--- config.mk ---
export PLATFORM = sky130hd
export DESIGN_NAME = rcp_port
export DESIGN_NICKNAME = d
export VERILOG_FILES = /design/src/rcp_pkg.sv /design/src/rcp_tx.sv /design/src/rcp_port.sv
export SDC_FILE = /design/constraint.sdc
export NUM_CORES = 1
export LEC_CHECK = 0
export ABC_AREA = 1
export BUFFER_PORTS_ARGS = -buffer_cell sky130_fd_sc_hd__buf_2
export CORE_MARGIN = 2
export CORE_UTILIZATION = 38
export CTS_BUF_LIST = sky130_fd_sc_hd__clkbuf_8
export DETAILED_ROUTE_END_ITERATION = 7
export PLACE_DENSITY_LB_ADDON = 0.25
export SLEW_MARGIN = 20
export SYNTH_ARGS = -nofsm -noshare
export SYNTH_HDL_FRONTEND = slang
export SYNTH_SLANG_ARGS = --single-unit
--- constraint.sdc ---
create_clock -name clock -period 4.2 [get_ports clock]
set_clock_uncertainty 0.2 [all_clocks]
set_input_delay 0.21 -clock clock [delete_from_list [all_inputs] [get_ports clock]]
set_output_delay 0.21 -clock clock [all_outputs]
set_load 0.02 [all_outputs]
--- src/rcp_pkg.sv ---
// Purpose: shared constants for the serial command port
// Assumes: 125 MHz system clock
// Notes:   rate codes select the bit period; error codes are reported to firmware
package rcp_pkg;
	// ------------------------------------------------------------
	// timing
	// ------------------------------------------------------------
	localparam int unsigned CLK_HZ      = 125_000_000;
	localparam int unsigned BAUD_LOW    = 9600;
	localparam int unsigned BAUD_MID    = 19200;
	localparam int unsigned BAUD_HIGH   = 38400;
	localparam int unsigned DIV_LOW     = CLK_HZ / BAUD_LOW;
	localparam int unsigned DIV_MID     = CLK_HZ / BAUD_MID;
	localparam int unsigned DIV_HIGH    = CLK_HZ / BAUD_HIGH;
	localparam int unsigned DIV_W       = 14;
	// ------------------------------------------------------------
	// frame
	// ------------------------------------------------------------
	localparam int unsigned DATA_BITS   = 8;
	localparam int unsigned STOP_BITS   = 1;
	// ------------------------------------------------------------
	// rate select codes
	// ------------------------------------------------------------
	localparam logic [1:0]  RATE_9600   = 2'h0;
	localparam logic [1:0]  RATE_19200  = 2'h1;
	localparam logic [1:0]  RATE_38400  = 2'h2;
	// ------------------------------------------------------------
	// error codes
	// ------------------------------------------------------------
	localparam logic [9:0]  ERR_NONE    = 10'h000;
	localparam logic [9:0]  ERR_BREAK   = 10'h168;
	localparam logic [9:0]  ERR_FRAMING = 10'h16a;
	localparam logic [9:0]  ERR_OVERRUN = 10'h16b;
endpackage

--- src/rcp_tx.sv ---
// Purpose: serial transmitter, start, 8 data lsb first, one stop
// Assumes: bit_div stable while busy
// Notes:   line idles high
`timescale 1ns/1ps
module rcp_tx
(
	input  wire logic                      clock,
	input  wire logic                      rst_b,
	input  wire logic [rcp_pkg::DIV_W-1:0] bit_div,
	input  wire logic                      tx_valid,
	input  wire logic [7:0]                tx_data,
	output logic                           tx_ready,
	output logic                           txd
);
	logic [rcp_pkg::DIV_W-1:0] cnt_q, cnt_d;
	logic [3:0]                idx_q, idx_d;
	logic [9:0]                sh_q, sh_d;
	logic                      busy_q, busy_d;
	logic                      txd_q, txd_d;

	assign tx_ready = !busy_q;
	assign txd      = txd_q;

	// ------------------------------------------------------------
	// shifter
	// ------------------------------------------------------------
	// frame of start, data, stop shifted out lsb first
	always_comb
	begin
		cnt_d  = cnt_q;
		idx_d  = idx_q;
		sh_d   = sh_q;
		busy_d = busy_q;
		txd_d  = txd_q;
		if (!busy_q)
		begin
			txd_d = 1'b1;
			if (tx_valid)
			begin
				sh_d   = {1'b1, tx_data, 1'b0};
				busy_d = 1'b1;
				cnt_d  = '0;
				idx_d  = 4'h0;
				txd_d  = 1'b0;
			end
		end
		else if (cnt_q == bit_div - 1'b1)
		begin
			cnt_d = '0;
			if (idx_q == 4'h9)
			begin
				busy_d = 1'b0;
				txd_d  = 1'b1;
			end
			else
			begin
				idx_d = idx_q + 4'h1;
				txd_d = sh_q[idx_q + 4'h1];
			end
		end
		else
			cnt_d = cnt_q + 1'b1;
	end

	always_ff @(posedge clock)
	begin
		if (!rst_b)
		begin
			cnt_q  <= '0;
			idx_q  <= 4'h0;
			sh_q   <= 10'h3ff;
			busy_q <= 1'b0;
			txd_q  <= 1'b1;
		end
		else
		begin
			cnt_q  <= cnt_d;
			idx_q  <= idx_d;
			sh_q   <= sh_d;
			busy_q <= busy_d;
			txd_q  <= txd_d;
		end
	end
endmodule

--- src/rcp_port.sv ---
// Purpose: serial command port top, wired as terminal equipment
// Assumes: rxd synchronous to clock; partner uses the selected rate
// Notes:   no flow control; modem inputs are ignored
//
// Summary of operation
// - the port offers 9600, 19200 and 38400 bit/s and uses the chosen rate both ways.
// - each character is eight data bits and one stop bit with no parity.
// - terminal-ready and request-to-send outputs are held asserted at all times.
// - carrier-detect, set-ready, clear-to-send and ring inputs are ignored.
// - data leaves only on txd and enters only on rxd.
// - a character with a high stop bit arriving while the previous one is still untaken raises overrun code 363.
// - a stop bit found low after nonzero data raises framing code 362.
// - a break on the receive line raises communication code 360.
`timescale 1ns/1ps
module rcp_port
(
	input  wire logic       clock,
	input  wire logic       rst_b,
	input  wire logic [1:0] rate_sel,
	input  wire logic       rxd,
	output logic            txd,
	output logic            dtr,
	output logic            rts,
	input  wire logic       dcd,
	input  wire logic       dsr,
	input  wire logic       cts,
	input  wire logic       ri,
	input  wire logic       tx_valid,
	input  wire logic [7:0] tx_data,
	output logic            tx_ready,
	output logic            rx_valid,
	output logic [7:0]      rx_data,
	input  wire logic       rx_ready,
	output logic            err_valid,
	output logic [9:0]      err_code
);
	typedef enum logic [1:0] {RX_IDLE, RX_START, RX_DATA, RX_STOP} rcp_rx_e;

	logic [rcp_pkg::DIV_W-1:0] bit_div;
	rcp_rx_e                   st_q, st_d;
	logic [rcp_pkg::DIV_W-1:0] cnt_q, cnt_d;
	logic [2:0]                bit_q, bit_d;
	logic [7:0]                sh_q, sh_d;
	logic [7:0]                dat_q, dat_d;
	logic                      full_q, full_d;
	logic                      ev_q, ev_d;
	logic [9:0]                code_q, code_d;
	logic                      brk_q, brk_d;
	logic                      unused_modem;

	// ------------------------------------------------------------
	// rate and static pins
	// ------------------------------------------------------------
	// unknown codes fall back to the slowest rate rather than stalling
	always_comb
	begin
		unique case (rate_sel)
			rcp_pkg::RATE_19200: bit_div = rcp_pkg::DIV_W'(rcp_pkg::DIV_MID);
			rcp_pkg::RATE_38400: bit_div = rcp_pkg::DIV_W'(rcp_pkg::DIV_HIGH);
			default:             bit_div = rcp_pkg::DIV_W'(rcp_pkg::DIV_LOW);
		endcase
	end

	assign dtr          = 1'b1;
	assign rts          = 1'b1;
	assign unused_modem = dcd ^ dsr ^ cts ^ ri;
	assign rx_valid     = full_q;
	assign rx_data      = dat_q;
	assign err_valid    = ev_q;
	assign err_code     = code_q;

	// ------------------------------------------------------------
	// transmitter
	// ------------------------------------------------------------
	rcp_tx u_tx
	(
		.clock    (clock),
		.rst_b    (rst_b),
		.bit_div  (bit_div),
		.tx_valid (tx_valid),
		.tx_data  (tx_data),
		.tx_ready (tx_ready),
		.txd      (txd)
	);

	// ------------------------------------------------------------
	// receiver
	// ------------------------------------------------------------
	// samples mid-bit; any low stop (break or framing) waits for high line before rearming
	always_comb
	begin
		st_d   = st_q;
		cnt_d  = cnt_q + 1'b1;
		bit_d  = bit_q;
		sh_d   = sh_q;
		dat_d  = dat_q;
		full_d = full_q && !rx_ready;
		ev_d   = 1'b0;
		code_d = code_q;
		brk_d  = brk_q && !rxd;
		unique case (st_q)
			RX_IDLE:
			begin
				cnt_d = '0;
				if (!rxd && !brk_q)
					st_d = RX_START;
			end
			RX_START:
				if (cnt_q == (bit_div >> 1))
				begin
					cnt_d = '0;
					st_d  = rxd ? RX_IDLE : RX_DATA; // glitch rejected
					bit_d = 3'h0;
				end
			RX_DATA:
				if (cnt_q == bit_div - 1'b1)
				begin
					cnt_d = '0;
					sh_d  = {rxd, sh_q[7:1]};
					bit_d = bit_q + 3'h1;
					if (bit_q == 3'h7)
						st_d = RX_STOP;
				end
			RX_STOP:
				if (cnt_q == bit_div - 1'b1)
				begin
					st_d = RX_IDLE;
					if (!rxd)
					begin
						ev_d   = 1'b1;
						code_d = (sh_q == 8'h00) ? rcp_pkg::ERR_BREAK : rcp_pkg::ERR_FRAMING;
						brk_d  = 1'b1;
					end
					else if (full_q && !rx_ready)
					begin
						ev_d   = 1'b1;
						code_d = rcp_pkg::ERR_OVERRUN;
					end
					else
					begin
						dat_d  = sh_q;
						full_d = 1'b1;
					end
				end
		endcase
	end

	always_ff @(posedge clock)
	begin
		if (!rst_b)
		begin
			st_q   <= RX_IDLE;
			cnt_q  <= '0;
			bit_q  <= 3'h0;
			sh_q   <= 8'h00;
			dat_q  <= 8'h00;
			full_q <= 1'b0;
			ev_q   <= 1'b0;
			code_q <= rcp_pkg::ERR_NONE;
			brk_q  <= 1'b0;
		end
		else
		begin
			st_q   <= st_d;
			cnt_q  <= cnt_d;
			bit_q  <= bit_d;
			sh_q   <= sh_d;
			dat_q  <= dat_d;
			full_q <= full_d;
			ev_q   <= ev_d;
			code_q <= code_d;
			brk_q  <= brk_d;
		end
	end
endmodule

* Yosys cells after proc, flatten, opt, wreduce, memory -nomap -nowiden
Cells that the tools add are included.
** Cells by class
- Add/subtract/negate cells :: 5
- $lt $le $gt $ge :: 1
- Equal/unequal tests :: 18
- Muxes and demuxes :: 42
- Bitwise gates (word level) :: 2
- Reductions and logical operators :: 19
** Operator list (number)
- 14-bit two-way mux :: 5
- 14-bit one-hot mux with 3 select lines :: 1
- 14-bit by 1-bit adder with 14-bit output, second input constant :: 2
- 14-bit == test :: 2
- 14-bit one-hot mux with 2 select lines :: 1
- 10-bit two-way mux :: 2
- 1-bit two-way mux :: 17
- 4-bit two-way mux :: 4
- 14-bit by 13-bit == test with 1-bit output :: 1
- 2-bit two-way mux :: 7
- 2-bit inequality test, second input constant :: 7
- 14-bit by 1-bit subtractor with 14-bit output, second input constant :: 1
- 3-bit AND reduction :: 4
- 8-bit zero test :: 1
- 2-bit one-hot mux with 4 select lines :: 1
- 2-bit == test, second input constant :: 3
- 3-bit two-way mux :: 2
- 3-bit one-hot mux with 2 select lines :: 1
- 4-bit by 5-bit less-than comparator with 1-bit output, second input constant :: 1
- 5-bit AND reduction :: 1
- 4-bit by 1-bit adder with 4-bit output, second input constant :: 1
- 1-bit binary-select mux with 4-bit select :: 1
- 2-bit by 1-bit == test with 1-bit output, second input constant :: 2
- 4-bit == test, second input constant :: 1
- other kinds (10) :: 18
** Word-level totals
- Register bits :: 77
- Bits of input ports :: 19
- Output and inout bits :: 24
- Word-level logic and storage cells :: 101

* Logic depth before layout (Yosys ltp)
- Word-level depth :: 6
- Depth in mapped cells :: 15
- Mapped depth without buffers :: 14

* By module
Synthesis repeated with hierarchy kept, for this count alone.
** Second synthesis, totals
- Cells, all modules :: 685
- Area total of the unflattened synthesis :: 4591.9 um2
** By module, submodules not included
- rcp_port :: instances 1, cells an instance 362, area each 2504.9 um2
- rcp_tx :: instances 1, cells an instance 323, area each 2087.0 um2

* Worst setup path after synthesis
Ideal clock, no wire load.
- Kind :: input -> register
- Start :: input port rate_sel[0]
- End :: register cnt_q[8] (netlist name)
- Setup time :: 0.117 ns
- Data arrival time :: 1.621 ns
- Slack :: 2.262 ns
- Stages :: 14
- Buffers on the path :: 1
- Cells stage by stage :: inv_1 -> ha_1 -> inv_2 -> nand2_1 -> nand2_1 -> nor2_2 -> nand3_2 -> inv_2 -> nand2_1 -> nand2_1 -> nand2_1 -> o21ai_4 -> buf_6 -> nor2_1
** On the way
- Word-level cells in the longest chain between the ends :: 6
- Elaborated cells between the ends (all ways) :: 9
- Classes of those cells :: add/sub (1); eq/ne (4); mux (4)
** Ends and longest elaborated chain
- start, declared :: RTL line rcp_port.sv:19 : input wire logic [1:0] rate_sel,
- 2-bit == test or 2-bit by 1-bit == test with 1-bit output (tied branches) :: RTL line rcp_port.sv:57 : unique case (rate_sel)
- 14-bit one-hot mux with 2 select lines (*) :: RTL line rcp_port.sv:57
- 14-bit by 1-bit subtractor with 14-bit output :: RTL line rcp_port.sv:116 : if (cnt_q == bit_div - 1'b1)
- 14-bit == test :: RTL line rcp_port.sv:116
- 14-bit two-way mux :: RTL line rcp_port.sv:116
- 14-bit one-hot mux with 3 select lines (*) :: RTL line rcp_port.sv:101 : unique case (st_q)
- end signal, assigned :: RTL line rcp_port.sv:165 : cnt_q <= cnt_d;
- end, declared :: RTL line rcp_port.sv:41 : logic [rcp_pkg::DIV_W-1:0] cnt_q, cnt_d;
Mark *: on every way between the ends. The rest lies on a longest branch, timed or not.
A chain may end at the register's enable or synchronous reset.

* Worst setup path after layout
- Start :: input port rate_sel[0]
- End :: register u_tx.idx_q[3]
** On the way
- Word-level cells in the longest chain between the ends :: 6
- Elaborated cells between the ends (all ways) :: 7
- Classes of those cells :: add/sub (1); eq/ne (4); mux (1); reduce/logical (1)
** Ends and longest elaborated chain
- 2-bit == test or 2-bit by 1-bit == test with 1-bit output (tied branches) :: RTL line rcp_port.sv:57
- 14-bit one-hot mux with 2 select lines (*) :: RTL line rcp_port.sv:57
- 14-bit by 1-bit subtractor with 14-bit output (*) :: RTL line rcp_tx.sv:47 : else if (cnt_q == bit_div - 1'b1)
- 14-bit == test (*) :: RTL line rcp_tx.sv:47
- 2-bit inequality test (no source line) (*)
- 3-bit AND reduction (no source line) (*)
- end signal, assigned :: RTL line rcp_tx.sv:78 : idx_q <= idx_d;
- end, declared :: RTL line rcp_tx.sv:16 : logic [3:0] idx_q, idx_d;
Marked as above.

==> results.toml <==
[floorplanning]
rows = 37
die_width_um = 106
io-pin-count = 43
dieHeight_um = 106
coreArea_um2 = 10200
dieArea_um2 = 11300
start_util_pct = 38.7

[yosys]
yosysMostFrequentCell = "nand2_1"
ys_ff_latch = 70
synth_top_area_cell = "dfxtp_1"
yosys-top-cells-area = "dfxtp_1 (35%), nand2_1 (13%), nor2_1 (6.8%)"
avgSynthCellArea_um2 = 6.71
synth_top_area_share_pct = 35.4
synth-edff-count = 0
synth_top_flop_cell = "dfxtp_1"
seq_area_frac_synth_pct = 35.4
synth_area_um2 = 3960
synth.yosys.warnings = 0
synth_common_cells = "nand2_1 (134), nor2_1 (72), dfxtp_1 (70)"
asyncSetResetFlopFracSynth_pct = 0
synth.distinct_cells = 36
syn_inst = 590

[detailed_routing]
remaining_drc_errors = 0
first_iter_violations = 196
ant_nets = 0
post_drt_via_cell_ratio = 4.78
vias = 3625
wl_per_cell_um = 11.8
wl_um = 8920
firstDrtPassIters = 4

[final_layout]
synthToLayoutAreaGrowth_pct = 12.1
instances_no_fill = 758
diodes = 0
nNetsFinal = 644
layout-drive-gt1-share_pct = 11.6

[global_route]
grt_usage_pct = 17.0
first_global_vias = 3485
grt_max_degree = 33
grt_pass1_wl_um = 15700
antenna_found_initial = 0
gr-total-overflow = 0

[outcome]
outcome = "finished clean"

[clock_tree]
clockBufferDepth = 2
cts_buffers = 9
root_buffer = "clkbuf_8"
post-cts-setup-buffers = 0
htree_levels = 3
worstSkewPairLatency_ps = 360
cts_tree = "built"
clk_pin_slew_ps = 90
clock-sinks = 70

[job]
cap_violations = 0

[setup_path]
critPathArrivalTime_ps = 2680
cp_max_fo = 15
critPathCaptureType = "flop"
cp_data_required_time_ps = 4240
crit_type = "input pin to flop"
crit_path_start_kind = "input pin"

[worst_hold_path]
min_path_type = "input pin to flop"

[power]
peakVddDrop_mv = 0.177
pwr_density_cell_nw_per_um2 = 322
p_leak_nw = 1.86

[place]
place_congestion = 0.841
io_buffers = 32
place_hpwl_um = 6260
dp.cells = 732

[timing]
rsz0062_at_grt = "false"
finalCritPeriodShare_pct = 62.8
setup_tns_ps = 0
worstMarginPinSlew_ps = 854
hold_violations = 0
maxSlewHeadroom_pct = 43.0
fin_crit_ps = 2640
fmax_ghz = 0.379
maxSlewViolCount = 0
finalSetupViolations = 0
## worst max-delay path, cell delays in order
cell	delay, ps
buf_2	110
inv_1	50
ha_1	560
inv_1	220
o21ai_0	210
nand2_1	80
a21oi_1	120
nand3_1	400
nand2_1	470
nand3_1	120
nand2_1	80
nor2_1	50
## worst paths after layout
path         slack [ps]           from            end  cells after the start
min reg2reg         260   u_tx.sh_q[3]   u_tx.sh_q[3]                      2
min                 120       tx_valid  u_tx.cnt_q[6]                      5
max                1560    rate_sel[0]  u_tx.idx_q[3]                     12
max reg2reg        1880  u_tx.cnt_q[7]  u_tx.idx_q[3]                      9
## layout by cell type, fill, tap and decap left out, types with 7 or more instances in the layout
cell type      count
nand2_1          134
nor2_1            72
dfxtp_1           70
inv_1             64
nand3_1           47
a21oi_1           43
buf_2             32
o21ai_0           28
xor2_1            20
nand4_1           10
clkbuf_8          10
dlygate4sd3_1     10
inv_2              8
ha_1               8
o211ai_1           7
## final cells by class
cell class / count / area (um^2)
inverter: 73 / 275
clock buffer: 10 / 138
sequential: 70 / 1400
fill: 1054 / 5790
multi-input combinational: 420 / 2120
tap: 136 / 170
timing repair buffer: 43 / 268
clock inverter: 6 / 68.8
## state kept, by name, summed over array words and instances, names as in the netlist, named ones only
register     flops
u_tx.txd         1
st_q             1
err_valid        1
rx_data          8
brk_q            1
u_tx.cnt_q      14
err_code         3
bit_q            3
rx_valid         1
u_tx.idx_q       4
u_tx.busy_q      1
u_tx.sh_q        9
sh_q             8
cnt_q           14
## per-layer routing
metal | wire length [um] | vias to the layer above | GRT usage, %
li1 | - | 1926 | -
met1 | 4220 | 1626 | 21.9
met2 | 4210 | 62 | 28.8
met3 | 355 | 11 | 2.76
met4 | 130 | 0 | 5.92
met5 | 0 | - | 0
## through the flow
step                total power [W]  util [%]  hold slack [ps]  worst slack, ps  cell area [um^2]
floorplan                  0.000833         -             89.3             2260              3980
global placement           0.000859      40.4              223             1320              4130
detailed placement         0.000863      40.4              234             1240              4130
CTS                         0.00144      43.4              118             1620              4440
global route                0.00150      43.4              151             1290              4440
finish                      0.00143      43.4              123             1560              4440
## report_power, final
group	leakage, nW	switching [W]	internal (W)
sequential	0.568	0.0000197	0.000679
clock	0.103	0.000281	0.000294
combinational	1.19	0.0000977	0.0000578
## kinds of logic after synthesis
| logic type | after synthesis | synth area share (%) |
|---|---|---|
| flip-flops | 70 | 35.4 |
| buffers and inverters | 104 | 11.5 |
| adder cells (fa/ha/maj) | 8 | 2.53 |
| AND/OR/NAND/NOR | 286 | 31.7 |
| XOR/XNOR | 25 | 5.53 |
| other | 2 | 0.190 |
| AO/OA/AOI/OAI | 95 | 13.2 |
## timing repair
item                                   4_1_cts  5_1_grt
endpoints found under the hold margin       12        0
hold buffers                                10        0
resized for setup                            0        0
(Power assumes the default switching activity.)
